**src/shared/status_tree_pkg.sv**
```systemverilog
// Package for the status register tree: constants, command codes, carriers.
// Assumes one 200 MHz clock and a command decoder that issues one command a cycle.
package status_tree_pkg;

    localparam int WORD_W = 16;
    localparam int NUM_REGS = 5;
    localparam int QUEUE_DEPTH = 8;
    localparam int QPTR_W = 3;

    // Indices of the five registers
    localparam int IDX_OPER = 0;
    localparam int IDX_QUES = 1;
    localparam int IDX_FREQ = 2;
    localparam int IDX_LIMIT = 3;
    localparam int IDX_POWER = 4;

    // Positions of the sub-register summaries inside the questionable condition
    localparam int QUES_POWER_BIT = 3;
    localparam int QUES_FREQ_BIT = 5;
    localparam int QUES_LIMIT_BIT = 9;

    // Reset and preset values
    localparam logic [15:0] PTR_PRESET = 16'hffff;
    localparam logic [15:0] NTR_PRESET = 16'h0000;
    localparam logic [15:0] ENABLE_PRESET = 16'h0000;
    localparam logic [15:0] WORD_ZERO = 16'h0000;
    localparam logic [15:0] NO_ERROR_CODE = 16'h0000;

    typedef enum logic [3:0] {
        OP_NONE,
        OP_PRESET,
        OP_INST_RESET,
        OP_CLEAR_STATUS,
        OP_DEVICE_CLEAR,
        OP_READ_EVENT,
        OP_READ_COND,
        OP_READ_ENABLE,
        OP_READ_PTR,
        OP_READ_NTR,
        OP_WRITE_ENABLE,
        OP_WRITE_PTR,
        OP_WRITE_NTR,
        OP_READ_QUEUE
    } cmd_op_e;

    typedef struct packed {
        cmd_op_e op;
        logic [2:0] sel;
        logic [15:0] data;
    } cmd_s;

    typedef struct packed {
        logic valid;
        logic noError;
        logic [15:0] data;
    } rsp_s;

    typedef struct packed {
        logic [15:0] prevCond;
        logic [15:0] ptr;
        logic [15:0] ntr;
        logic [15:0] latched;
        logic [15:0] enable;
        logic summary;
    } slice_state_s;

    typedef struct packed {
        logic [NUM_REGS-1:0][15:0] condMeta;
        logic [NUM_REGS-1:0][15:0] condSync;
        logic [QUEUE_DEPTH-1:0][15:0] queue;
        logic [QPTR_W-1:0] readPtr;
        logic [QPTR_W-1:0] writePtr;
        logic [QPTR_W:0] count;
        rsp_s rsp;
        logic operSummary;
        logic quesSummary;
    } tree_state_s;

endpackage

```
**src/core/status_reg_slice.sv**
```systemverilog
// One status register: condition edge filters, event latch, enable mask, summary.
// Assumes condition bits are already synchronous to clock.
`timescale 1ns/100ps
`default_nettype none
module status_reg_slice (
    // Clock and reset
    input wire logic clock,
    input wire logic rst_n,
    input wire logic clockEnable,
    // Condition bits
    input wire logic [15:0] cond,
    // Control strobes
    input wire logic writePtr,
    input wire logic writeNtr,
    input wire logic writeEnable,
    input wire logic [15:0] writeData,
    input wire logic readClear,
    input wire logic presetFilters,
    input wire logic clearEvents,
    // Register contents
    output logic [15:0] eventBits,
    output logic [15:0] ptrBits,
    output logic [15:0] ntrBits,
    output logic [15:0] enableBits,
    output logic summary
);
    import status_tree_pkg::*;

    slice_state_s s;
    slice_state_s next_s;
    logic [15:0] rise;
    logic [15:0] fall;

    assign rise = cond & ~s.prevCond;
    assign fall = ~cond & s.prevCond;

    always_comb begin
        next_s = s;
        next_s.prevCond = cond;
        if (presetFilters) begin
            next_s.ptr = PTR_PRESET;
            next_s.ntr = NTR_PRESET;
            next_s.enable = ENABLE_PRESET;
        end
        if (writePtr) begin
            next_s.ptr = writeData;
        end
        if (writeNtr) begin
            next_s.ntr = writeData;
        end
        if (writeEnable) begin
            next_s.enable = writeData;
        end
        // New edges are ORed in after the clear so a coincident event survives
        next_s.latched = (readClear || clearEvents) ? WORD_ZERO : s.latched;
        next_s.latched = next_s.latched | (rise & s.ptr);
        next_s.latched = next_s.latched | (fall & s.ntr);
        next_s.summary = |(next_s.latched & next_s.enable);
    end

    always_ff @(posedge clock) begin
        if (!rst_n) begin
            s <= '{prevCond: WORD_ZERO, ptr: PTR_PRESET, ntr: NTR_PRESET,
                   latched: WORD_ZERO, enable: ENABLE_PRESET, summary: 1'b0};
        end else if (clockEnable) begin
            s <= next_s;
        end
    end

    assign eventBits = s.latched;
    assign ptrBits = s.ptr;
    assign ntrBits = s.ntr;
    assign enableBits = s.enable;
    assign summary = s.summary;

    ////////////////////////////////////////////////////////////////////////////////
    a_ptr_preset: assert property (@(posedge clock) disable iff (!rst_n)
        clockEnable && presetFilters && !writePtr |=> s.ptr == PTR_PRESET)
        else $error("Positive filter not preset to all ones");
    a_ntr_preset: assert property (@(posedge clock) disable iff (!rst_n)
        clockEnable && presetFilters && !writeNtr |=> s.ntr == NTR_PRESET)
        else $error("Negative filter not cleared by preset");
    a_enable_preset: assert property (@(posedge clock) disable iff (!rst_n)
        clockEnable && presetFilters && !writeEnable |=> s.enable == ENABLE_PRESET)
        else $error("Enable mask not cleared by preset");
    a_rise_sets_event: assert property (@(posedge clock) disable iff (!rst_n)
        clockEnable && (rise & s.ptr) != WORD_ZERO |=> (s.latched & $past(rise & s.ptr)) == $past(rise & s.ptr))
        else $error("Rising condition with filter set did not latch event");
    a_fall_sets_event: assert property (@(posedge clock) disable iff (!rst_n)
        clockEnable && (fall & s.ntr) != WORD_ZERO |=> (s.latched & $past(fall & s.ntr)) == $past(fall & s.ntr))
        else $error("Falling condition with filter set did not latch event");
    a_read_clears_event: assert property (@(posedge clock) disable iff (!rst_n)
        clockEnable && readClear && (rise & s.ptr) == WORD_ZERO && (fall & s.ntr) == WORD_ZERO
        |=> s.latched == WORD_ZERO)
        else $error("Event read did not clear the event section");
    a_summary_or: assert property (@(posedge clock) disable iff (!rst_n)
        summary == |(s.latched & s.enable))
        else $error("Summary differs from OR of enabled events");
    a_summary_rise: assert property (@(posedge clock) disable iff (!rst_n)
        clockEnable && !readClear && !clearEvents && !presetFilters && !writeEnable
        && ((rise & s.ptr & s.enable) != WORD_ZERO) |=> summary)
        else $error("Enabled event did not raise the summary");
    c_summary_rise: cover property (@(posedge clock) disable iff (!rst_n) $rose(summary));
    c_fall_event: cover property (@(posedge clock) disable iff (!rst_n) clockEnable && (fall & s.ntr) != WORD_ZERO);

endmodule // status_reg_slice
`default_nettype wire

```
**src/core/status_register_tree.sv**
```systemverilog
// Status register tree: operation and questionable registers with three
// questionable sub-registers, status preset, clears and a FIFO error queue.
// Assumes a command decoder on the same clock; condition inputs are asynchronous pins.
// What this block does
// - The instrument reset command leaves every status register part unchanged.
// - The operation register condition bits carry the calibration state.
// - The questionable register and its frequency, limit and power sub-registers report oscillator, overload and limit status.
// - Status preset loads every positive-transition filter with all sixteen bits set.
// - Status preset clears every negative-transition filter to zero.
// - Status preset clears the enable masks so no event reaches a summary bit.
// - A 1-to-0 condition change with its negative filter bit set sets the event bit.
// - A 0-to-1 condition change with its positive filter bit set sets the event bit.
// - Filters and enable masks accept any 16-bit value written by the controller.
// - An enabled event bit becoming true raises the summary bit to the next level.
// - Reading an event section returns it and clears it in the same operation.
// - Reading a condition section returns current conditions and leaves events untouched.
// - Reading the error queue returns the oldest entry and removes it.
// - Reading an empty error queue returns error number zero with a no-error indication.
// - Device-specific errors are stored as positive numbers, protocol errors as negative.
// - Clear-status empties events and queue; device clear also clears enables and reloads filters.
`timescale 1ns/100ps
`default_nettype none
module status_register_tree (
    // Clock and reset
    input wire logic clock,
    input wire logic rst_n,
    input wire logic clockEnable,
    // Condition pins
    input wire logic [15:0] calibrationCond,
    input wire logic [15:0] questionableCond,
    input wire logic [15:0] frequencyCond,
    input wire logic [15:0] limitCond,
    input wire logic [15:0] powerCond,
    // Command port
    input wire logic cmdValid,
    input wire status_tree_pkg::cmd_s cmd,
    // Error reports
    input wire logic errPush,
    input wire logic errDeviceSpecific,
    input wire logic [14:0] errNumber,
    // Answers and summaries
    output var status_tree_pkg::rsp_s rsp,
    output logic operSummary,
    output logic quesSummary
);
    import status_tree_pkg::*;

    tree_state_s s;
    tree_state_s next_s;
    logic [NUM_REGS-1:0][15:0] sliceCond;
    logic [NUM_REGS-1:0][15:0] eventAll;
    logic [NUM_REGS-1:0][15:0] ptrAll;
    logic [NUM_REGS-1:0][15:0] ntrAll;
    logic [NUM_REGS-1:0][15:0] enableAll;
    logic [NUM_REGS-1:0] summaryAll;
    logic opPreset;
    logic opCls;
    logic opDcl;
    logic popDo;
    logic pushDo;
    logic [15:0] errCode;

    function automatic logic hits(input logic valid, input cmd_s c, input cmd_op_e op, input int idx);
        hits = valid && c.op == op && c.sel == idx[2:0];
    endfunction

    ////////////////////////////////////////////////////////////////////////////////
    // Condition words; sub-register summaries are same-clock and skip the synchroniser
    always_comb begin
        sliceCond = s.condSync;
        sliceCond[IDX_QUES][QUES_FREQ_BIT] = summaryAll[IDX_FREQ];
        sliceCond[IDX_QUES][QUES_LIMIT_BIT] = summaryAll[IDX_LIMIT];
        sliceCond[IDX_QUES][QUES_POWER_BIT] = summaryAll[IDX_POWER];
    end

    // Instrument reset decodes to nothing here, so every status part holds
    assign opPreset = cmdValid && cmd.op == OP_PRESET;
    assign opCls = cmdValid && cmd.op == OP_CLEAR_STATUS;
    assign opDcl = cmdValid && cmd.op == OP_DEVICE_CLEAR;

    genvar g;
    generate
        for (g = 0; g < NUM_REGS; g++) begin : regs
            status_reg_slice slice (
                .clock(clock),
                .rst_n(rst_n),
                .clockEnable(clockEnable),
                .cond(sliceCond[g]),
                .writePtr(hits(cmdValid, cmd, OP_WRITE_PTR, g)),
                .writeNtr(hits(cmdValid, cmd, OP_WRITE_NTR, g)),
                .writeEnable(hits(cmdValid, cmd, OP_WRITE_ENABLE, g)),
                .writeData(cmd.data),
                .readClear(hits(cmdValid, cmd, OP_READ_EVENT, g)),
                .presetFilters(opPreset || opDcl),
                .clearEvents(opCls || opDcl),
                .eventBits(eventAll[g]),
                .ptrBits(ptrAll[g]),
                .ntrBits(ntrAll[g]),
                .enableBits(enableAll[g]),
                .summary(summaryAll[g])
            );
        end
    endgenerate

    ////////////////////////////////////////////////////////////////////////////////
    assign errCode = errDeviceSpecific ? {1'b0, errNumber} : 16'(-{1'b0, errNumber});
    assign popDo = cmdValid && cmd.op == OP_READ_QUEUE && s.count != '0;
    // A full queue drops the newest report; older causes matter more
    assign pushDo = errPush && ((opCls || opDcl) || popDo || s.count != (QPTR_W+1)'(QUEUE_DEPTH));

    always_comb begin
        next_s = s;
        next_s.condMeta = {powerCond, limitCond, frequencyCond, questionableCond, calibrationCond};
        next_s.condSync = s.condMeta;
        next_s.rsp = '{valid: 1'b0, noError: 1'b0, data: WORD_ZERO};
        next_s.operSummary = summaryAll[IDX_OPER];
        next_s.quesSummary = summaryAll[IDX_QUES];
        if (cmdValid && cmd.sel < 3'(NUM_REGS)) begin
            case (cmd.op)
                OP_READ_EVENT: next_s.rsp = '{valid: 1'b1, noError: 1'b0, data: eventAll[cmd.sel]};
                OP_READ_COND: next_s.rsp = '{valid: 1'b1, noError: 1'b0, data: sliceCond[cmd.sel]};
                OP_READ_ENABLE: next_s.rsp = '{valid: 1'b1, noError: 1'b0, data: enableAll[cmd.sel]};
                OP_READ_PTR: next_s.rsp = '{valid: 1'b1, noError: 1'b0, data: ptrAll[cmd.sel]};
                OP_READ_NTR: next_s.rsp = '{valid: 1'b1, noError: 1'b0, data: ntrAll[cmd.sel]};
                default: next_s.rsp.valid = 1'b0;
            endcase
        end
        if (cmdValid && cmd.op == OP_READ_QUEUE) begin
            if (popDo) begin
                next_s.rsp = '{valid: 1'b1, noError: 1'b0, data: s.queue[s.readPtr]};
                next_s.readPtr = s.readPtr + 1'b1;
                next_s.count = s.count - 1'b1;
            end else begin
                next_s.rsp = '{valid: 1'b1, noError: 1'b1, data: NO_ERROR_CODE};
            end
        end
        if (opCls || opDcl) begin
            next_s.readPtr = '0;
            next_s.writePtr = '0;
            next_s.count = '0;
        end
        // Push after the clear so a report in the clearing cycle is kept
        if (pushDo) begin
            next_s.queue[next_s.writePtr] = errCode;
            next_s.writePtr = next_s.writePtr + 1'b1;
            next_s.count = next_s.count + 1'b1;
        end
    end

    always_ff @(posedge clock) begin
        if (!rst_n) begin
            s <= '0;
        end else if (clockEnable) begin
            s <= next_s;
        end
    end

    assign rsp = s.rsp;
    assign operSummary = s.operSummary;
    assign quesSummary = s.quesSummary;

    ////////////////////////////////////////////////////////////////////////////////
    a_inst_reset_hold: assert property (@(posedge clock) disable iff (!rst_n)
        clockEnable && cmdValid && cmd.op == OP_INST_RESET |=> ptrAll == $past(ptrAll) && ntrAll == $past(ntrAll)
        && enableAll == $past(enableAll))
        else $error("Instrument reset altered a status register part");
    a_queue_empty_read: assert property (@(posedge clock) disable iff (!rst_n)
        clockEnable && cmdValid && cmd.op == OP_READ_QUEUE && s.count == '0
        |=> rsp.valid && rsp.noError && rsp.data == NO_ERROR_CODE)
        else $error("Empty queue read did not answer no error");
    a_queue_pop: assert property (@(posedge clock) disable iff (!rst_n)
        clockEnable && popDo && !errPush |=> rsp.valid && !rsp.noError
        && rsp.data == $past(s.queue[s.readPtr]) && s.count == $past(s.count) - 1'b1)
        else $error("Queue read did not return and remove oldest entry");
    a_cond_read_keeps: assert property (@(posedge clock) disable iff (!rst_n)
        clockEnable && cmdValid && cmd.op == OP_READ_COND && cmd.sel == 3'(IDX_OPER)
        |=> rsp.valid && rsp.data == $past(sliceCond[IDX_OPER]) && (eventAll[IDX_OPER] & $past(eventAll[IDX_OPER]))
        == $past(eventAll[IDX_OPER]))
        else $error("Condition read disturbed the event section");
    a_cls_empties_queue: assert property (@(posedge clock) disable iff (!rst_n)
        clockEnable && opCls && !errPush |=> s.count == '0)
        else $error("Clear status did not empty the error queue");
    c_preset: cover property (@(posedge clock) disable iff (!rst_n) clockEnable && opPreset);
    c_queue_read: cover property (@(posedge clock) disable iff (!rst_n) rsp.valid && !rsp.noError);
    c_ques_summary: cover property (@(posedge clock) disable iff (!rst_n) $rose(quesSummary));

endmodule // status_register_tree
`default_nettype wire

```
**config.mk**
```make
export PLATFORM = sky130hd
export DESIGN_NAME = status_register_tree
export DESIGN_NICKNAME = d
export VERILOG_FILES = /design/src/shared/status_tree_pkg.sv /design/src/core/status_reg_slice.sv /design/src/core/status_register_tree.sv
export SDC_FILE = /design/constraint.sdc
export NUM_CORES = 2
export LEC_CHECK = 0
export BUFFER_PORTS_ARGS = -buffer_cell sky130_fd_sc_hd__clkbuf_2
export CELL_PAD_IN_SITES_DETAIL_PLACEMENT = 1
export CELL_PAD_IN_SITES_GLOBAL_PLACEMENT = 2
export CORE_MARGIN = 2
export CORE_UTILIZATION = 40
export DETAILED_ROUTE_END_ITERATION = 8
export GPL_ROUTABILITY_DRIVEN = 0
export HOLD_SLACK_MARGIN = 0.05
export PLACE_DENSITY = 0.92
export SETUP_SLACK_MARGIN = 0.4
export SYNTH_ARGS = -nofsm -noshare
export SYNTH_HDL_FRONTEND = slang
export SYNTH_SLANG_ARGS = --single-unit
```
**constraint.sdc**
```tcl
create_clock -name clock -period 4.4 [get_ports clock]
set_input_delay 0.66 -clock clock [delete_from_list [all_inputs] [get_ports clock]]
set_output_delay 0.66 -clock clock [all_outputs]
set_load 0.01 [all_outputs]
```
=== Yosys cells after proc, flatten, opt, wreduce, memory -nomap -nowiden ===
Cells that the tools add are included.

* Reduce and logical (&&, ||, !) cells: 73
* Multiplexer cells: 52
* Shift operators: 0
* $lt $le $gt $ge: 5
* Equality and inequality tests: 17
* Multiply operators: 0
* Bitwise gates (word level): 45
* $add $sub $neg: 5
* Divide/modulo/power cells: 0

{| class="wikitable"
|+ Operators with widths
! operator !! count
|-
| two-way mux 16 bit || 33
|-
| AND 16 bit || 25
|-
| binary-select mux 16 bit (select 3 bit) || 6
|-
| inverter 16 bit || 10
|-
| bitwise OR 16 bit || 10
|-
| bitwise mux 128 bit || 1
|-
| one-hot mux 16 bit (5 select lines) || 1
|-
| OR reduction 16 bit || 5
|-
| demux 16 bit (select 3 bit) || 1
|-
| logical AND 1 bit || 32
|-
| two-way mux 32 bit || 1
|-
| == test 4 bit, second input constant || 6
|-
| nonzero test 2 bit || 12
|-
| two-way mux 22 bit || 1
|-
| AND reduction 2 bit || 11
|-
| two-way mux 18 bit || 1
|-
| two-way mux 17 bit || 1
|-
| == test 4 x 3 -> 1 bit, second input constant || 4
|-
| negator 15 -> 16 bit || 1
|-
| less-than comparator 3 x 4 -> 1 bit, second input constant || 3
|-
| two-way mux 10 bit || 1
|-
| logical OR 1 bit || 9
|-
| two-way mux 7 bit || 1
|-
| adder 3 x 1 -> 3 bit, second input constant || 2
|-
| other kinds (17) || 19
|}

* Output and inout port bits: 20
* ROM bits: 0
* Register bits: 723
* Memory bits (writable): 0
* Memories: 0
* Latch bits: 0

=== Logic depth before layout (Yosys ltp) ===
* Depth after elaboration: 11
* Depth in mapped cells: 11
* Gate-level depth less buffers: 11

=== Hierarchy ===
Synthesis repeated with hierarchy kept, for this count alone.

* Cell total of the unflattened synthesis: 4141
* Area total of the unflattened synthesis: 36443.7 um^2

{| class="wikitable"
|+ By module, submodules not included
! module !! instances !! cells each !! area an instance (um^2)
|-
| status_reg_slice || 5 || 468 || 3960.0
|-
| status_register_tree || 1 || 1801 || 16643.5
|}

=== Least setup slack after synthesis ===
Ideal clock, no wire load.

* Path kind: input -> register
* Start point: in cmd[17] in the netlist's numbering
* End point: reg s, in the netlist rsp[8]
* Data required time: 4.264 ns
* Slack: 1.789 ns
* Data arrival time: 2.475 ns
* Path buffers: 3
* Stages: 8
* Cells stage by stage: buf_2 > buf_2 > buf_2 > mux4_2 > a22oi_1 > nor2_1 > o41ai_1 > a31oi_1

* Cells in the longest elaborated chain, start to end: 5

{| class="wikitable"
|+ RTL lines
! element !! RTL line !! source
|-
| from (decl) || status_register_tree.sv:36 || <nowiki>input wire status_tree_pkg::cmd_s cmd,</nowiki>
|-
| binary-select mux 16 bit (select 3 bit), on equally long branches || - ||
|-
| two-way mux 16 bit, on equally long branches || - ||
|-
| one-hot mux 16 bit (5 select lines) || status_register_tree.sv:119 || <nowiki>case (cmd.op)</nowiki>
|-
| two-way mux 18 bit * || status_register_tree.sv:118 || <nowiki>if (cmdValid && cmd.sel < 3'(NUM_REGS)) begin</nowiki>
|-
| two-way mux 22 bit * || status_register_tree.sv:128 || <nowiki>if (cmdValid && cmd.op == OP_READ_QUEUE) begin</nowiki>
|-
| to (signal assigned) || status_register_tree.sv:154 || <nowiki>s <= next_s;</nowiki>
|-
| to (decl) || status_register_tree.sv:48 || <nowiki>tree_state_s s;</nowiki>
|}

Mark *: on every way between the ends. The rest lies on a longest branch, timed or not. The select of a mux whose other input is x is not followed.
A chain may end at the register's enable or synchronous reset.

=== Worst setup path after layout ===
* Start point: in cmdValid
* End point: reg regs[3].slice.s, in the netlist regs[3].slice.summary

* Cells in the longest elaborated chain, start to end: 8

{| class="wikitable"
|+ RTL lines
! element !! RTL line !! source
|-
| from (decl) || status_register_tree.sv:35 || <nowiki>input wire logic cmdValid,</nowiki>
|-
| logical AND 1 bit, on equally long branches || status_register_tree.sv:64, status_register_tree.sv:78, status_register_tree.sv:79 ||
|-
| logical AND 1 bit / logical OR 1 bit (equally long branches) || status_register_tree.sv:64, status_register_tree.sv:95 ||
|-
| logical OR 1 bit || status_reg_slice.sv:55 || <nowiki>next_s.latched = (readClear || clearEvents) ? WORD_ZERO : s.latched;</nowiki>
|-
| two-way mux 16 bit || status_reg_slice.sv:55 ||
|-
| bitwise OR 16 bit || status_reg_slice.sv:56 || <nowiki>next_s.latched = next_s.latched | (rise & s.ptr);</nowiki>
|-
| bitwise OR 16 bit || status_reg_slice.sv:57 || <nowiki>next_s.latched = next_s.latched | (fall & s.ntr);</nowiki>
|-
| AND 16 bit * || status_reg_slice.sv:58 || <nowiki>next_s.summary = |(next_s.latched & next_s.enable);</nowiki>
|-
| OR reduction 16 bit * || status_reg_slice.sv:58 ||
|-
| to (signal assigned) || status_reg_slice.sv:63 || <nowiki>s <= '{prevCond: WORD_ZERO, ptr: PTR_PRESET, ntr: NTR_PRESET,</nowiki>
|-
| to (signal assigned) || status_reg_slice.sv:66 || <nowiki>s <= next_s;</nowiki>
|-
| to (decl) || status_reg_slice.sv:29 || <nowiki>slice_state_s s;</nowiki>
|}

Mark *: on every way between the ends. The rest lies on a longest branch, timed or not.

==> impl_metrics.tcl <==
set metrics [dict create \
    result_of_the_run "complete, no violations" \
    r2r_slack_ps 1600 \
    internal-power_mw 11.1 \
    detail_route.iter0.violations 3093 \
    cp_arrival_ps 4050 \
    num_rows 105 \
    dpl_cell_area_um2 34100 \
    tritoncts "yes" \
    detailedPlacementHpwl_mm 85.8 \
    yosysWarnings 0 \
    seq_area_frac_synth_pct 43.7 \
    cts.path.max_buffers 3 \
    hold_path_class "input pin to flip-flop" \
    area_delta_synth_final_pct 12.2 \
    critical_path_buf_inv_count 3 \
    critical_path_class "input pin to flip-flop" \
    fillerInstances 9242 \
    synth.cell_area_um2 32800 \
    cts_root_buf "sky130_fd_sc_hd__clkbuf_16" \
    grt_util_all_layers_pct 29.5 \
    synth_area_leaders "sky130_fd_sc_hd__dfxtp_1 44%, sky130_fd_sc_hd__mux2i_1 8.0%, sky130_fd_sc_hd__nor2_1 7.8%" \
    synth_cell_type_count 79 \
    cts.clk_slew.worst_paths_ps 60 \
    final_nets 3640 \
    detailroute.via_count 29300 \
    via_density_per_instance 6.31 \
    synthArstFlopShare_pct 0 \
    core_region_area_um2 81700 \
    multi_input_comb_area_um2 16900 \
    ant_nets 0 \
    actual_transition_at_the_worst_max_transition_pin_ps 1470 \
    dieArea_um2 84400 \
    slowest_stage "sky130_fd_sc_hd__a2111oi_0" \
    detail_route.wirelength_mm 128 \
    netlist_top_cells_count "717 x sky130_fd_sc_hd__dfxtp_1, 686 x sky130_fd_sc_hd__nor2_1, 324 x sky130_fd_sc_hd__a22oi_1" \
    synthesis.instances 3540 \
    fraction_of_layout_cells_with_a_size_suffix_above_1_pct 14.9 \
    cts_made_buffers 81 \
    ff_latch_area_um2 14400 \
    setup-tns-final_ps 0 \
    share_comb_of_total_power_pct 8.0 \
    grt_setup_unrepaired "no" \
    power.density_cell_area_nw_per_um2 406 \
    post_cts_hold_buffer_count 0 \
    delay_of_the_slowest_cell_on_the_worst_path_ps 1140 \
    finalInstanceArea_um2 36800 \
    clock_skew_ps 22.7 \
    grt_max_degree 150 \
    post-route-min-period_ps 3530 \
    wire_per_inst_um 27.6 \
    top_flip_flop_cell_by_instance_count_after_synthesis "sky130_fd_sc_hd__dfxtp_1" \
    hold-path-cell-count 3 \
    postCtsSetupBuffers 0 \
    period_share_pct 80.3 \
    floorplan.initialDensity_pct 40.2 \
    grt_overflow_total 0 \
    sequentialPowerShare_pct 45.3 \
    leakage_nw 13.3 \
    cp_cell_sequence "clkbuf_2 > nor3b_2 > and2_0 > buf_4 > nor2_2 > a22oi_1 > nor2_1 > a2111oi_0 > buf_4 > a31oi_1" \
    worstSkewPairLatency_ps 660 \
    htree_num_levels 3 \
    fp.dieW_um 290 \
    grt_first_pass_wirelength_mm 189 \
    critical_path_required_ps 4920 \
    place.port_buffers 140 \
    worstHoldStart "limitCond[14]" \
    path_delay_family "compound AO/OA/AOI/OAI gates" \
    worst_r2r_path_depth 9 \
    hold_path_end "next_s[220]" \
    clkSinkCount 717 \
    power.ir.vdd_worst_uv 308 \
    synth.top_cell.area_share_pct 43.7 \
    timing.final.setup_violations 0 \
    vias_in_the_first_global_route 29100 \
    synth-seq-cells 717 \
    die_height_um 290 \
    timing_max_transition_violations_final 0 \
    io_pins 144 \
    post_cts_resized 0 \
    synth.most_common_cell "sky130_fd_sc_hd__dfxtp_1" \
    worst_hold_slack_ps 234 \
    power_frac_clock_pct 46.8 \
    clock.fmax_mhz 283 \
    drc 0 \
    postSynthAreaPerCell_um2 9.27 \
    synth_nets 3670 \
    dr.pass1.iters 7 \
    worst-path-max-fanout 17 \
    sw_frac_of_total_pct 25.8 \
    antenna_found_initial 10 \
    p_sw_mw 3.87 \
    crit-reg2reg-capture "s[72]" \
    cp-end-kind "flip-flop" \
    edff_count_synth 0 \
    synth_area_leader_cell "sky130_fd_sc_hd__dfxtp_1" \
    path_common_cell "sky130_fd_sc_hd__buf_4" \
    maxCapViolCount 0 \
    critPathLaunchType "input pin" \
    slew_headroom_pct 1.94 \
    rr_startpoint "s[20]" \
    timing.final.hold_violations 0 \
]
## worst max-delay path by stage
stage	depth (start not counted)	slack, ps	to	startpoint
4_1_cts	10	1210	regs[3].slice.summary	cmdValid
2_1_floorplan	8	1790	rsp[8]	cmd[17]
3_5_place_dp	10	580	regs[3].slice.summary	cmd[19]
5_1_grt	10	810	regs[3].slice.summary	cmdValid
6_report	10	870	regs[3].slice.summary	cmdValid
3_3_place_gp	10	510	regs[3].slice.summary	cmd[19]
## cell families after synthesis
logic type	share of synthesized area [%]
DFF	43.7
xor gates and xnor gates	0.454
AOI/OAI and AO/OA	19.4
buffers and inverters	4.90
and+or+nand+nor	15.1
adders and majority gates	0.229
muxes	16.2
## cell type report
class | count | area share (%)
flip-flops and latches | 717 | 39.0
repair buffers | 215 | 3.82
clock buffers | 113 | 6.29
inverters | 29 | 0.316
clock inverters | 33 | 1.15
diodes | 3 | 0.0204
multi-input cells | 2466 | 45.8
well taps | 1070 | 3.63
## state kept, by name, summed over array words and instances (netlist names)
name and cells:
next_s 77, operSummary 1, quesSummary 1, regs.slice.enableBits 80, regs.slice.eventBits 80, regs.slice.ntrBits 80
regs.slice.ptrBits 80, regs.slice.s 80, regs.slice.summary 5, rsp 18, s 215
## cells in the final DEF (no fill, tap or decap), drive strengths merged, types with 33 or more instances in the layout
master    n
nand3b   79
dfxtp   717
mux2i   261
mux4    112
a31oi    33
nand2   240
clkbuf  249
a211oi  138
nor2    694
a21oi    94
a22oi   324
buf      79
o21ai   121
o22ai   131
## power by group through the flow
stage | clock [mW] | combinational, mW | sequential, mW
floorplan | 0 | 0.783 | 6.85
global placement | 0 | 1.14 | 6.91
detailed placement | 0 | 1.17 | 6.91
CTS | 7.07 | 1.17 | 6.77
global route | 7.33 | 1.27 | 6.79
finish | 7.00 | 1.20 | 6.78
## metal layers
metal,part of all wire [%],vias up,routed length [um],GRT usage (%)
met2,46,1377,58300,46.7
met5,0.052,-,67,0
met4,5.5,10,7110,14.8
li1,-,12800,-,-
met3,10,385,13000,8.57
met1,39,14700,49700,36.7
## tightest hold or removal path, delay by kind of cell
kind          cells  cell delay (ps)
simple gates      1               70
buf+inv           1               70
mux               1               50
## metrics by stage
stage          util (%)  power (mW)  cells  setup slack (ps)
2_1_floorplan         -        7.63   3540              1790
6_report           45.1        15.0   4646               866
3_3_place_gp       41.7        8.05   4497               509
4_1_cts            45.1        15.0   4643              1210
5_1_grt            45.1        15.4   4644               812
3_5_place_dp       41.7        8.08   4497               581
No activity file was read; power rests on OpenSTA's default activity.
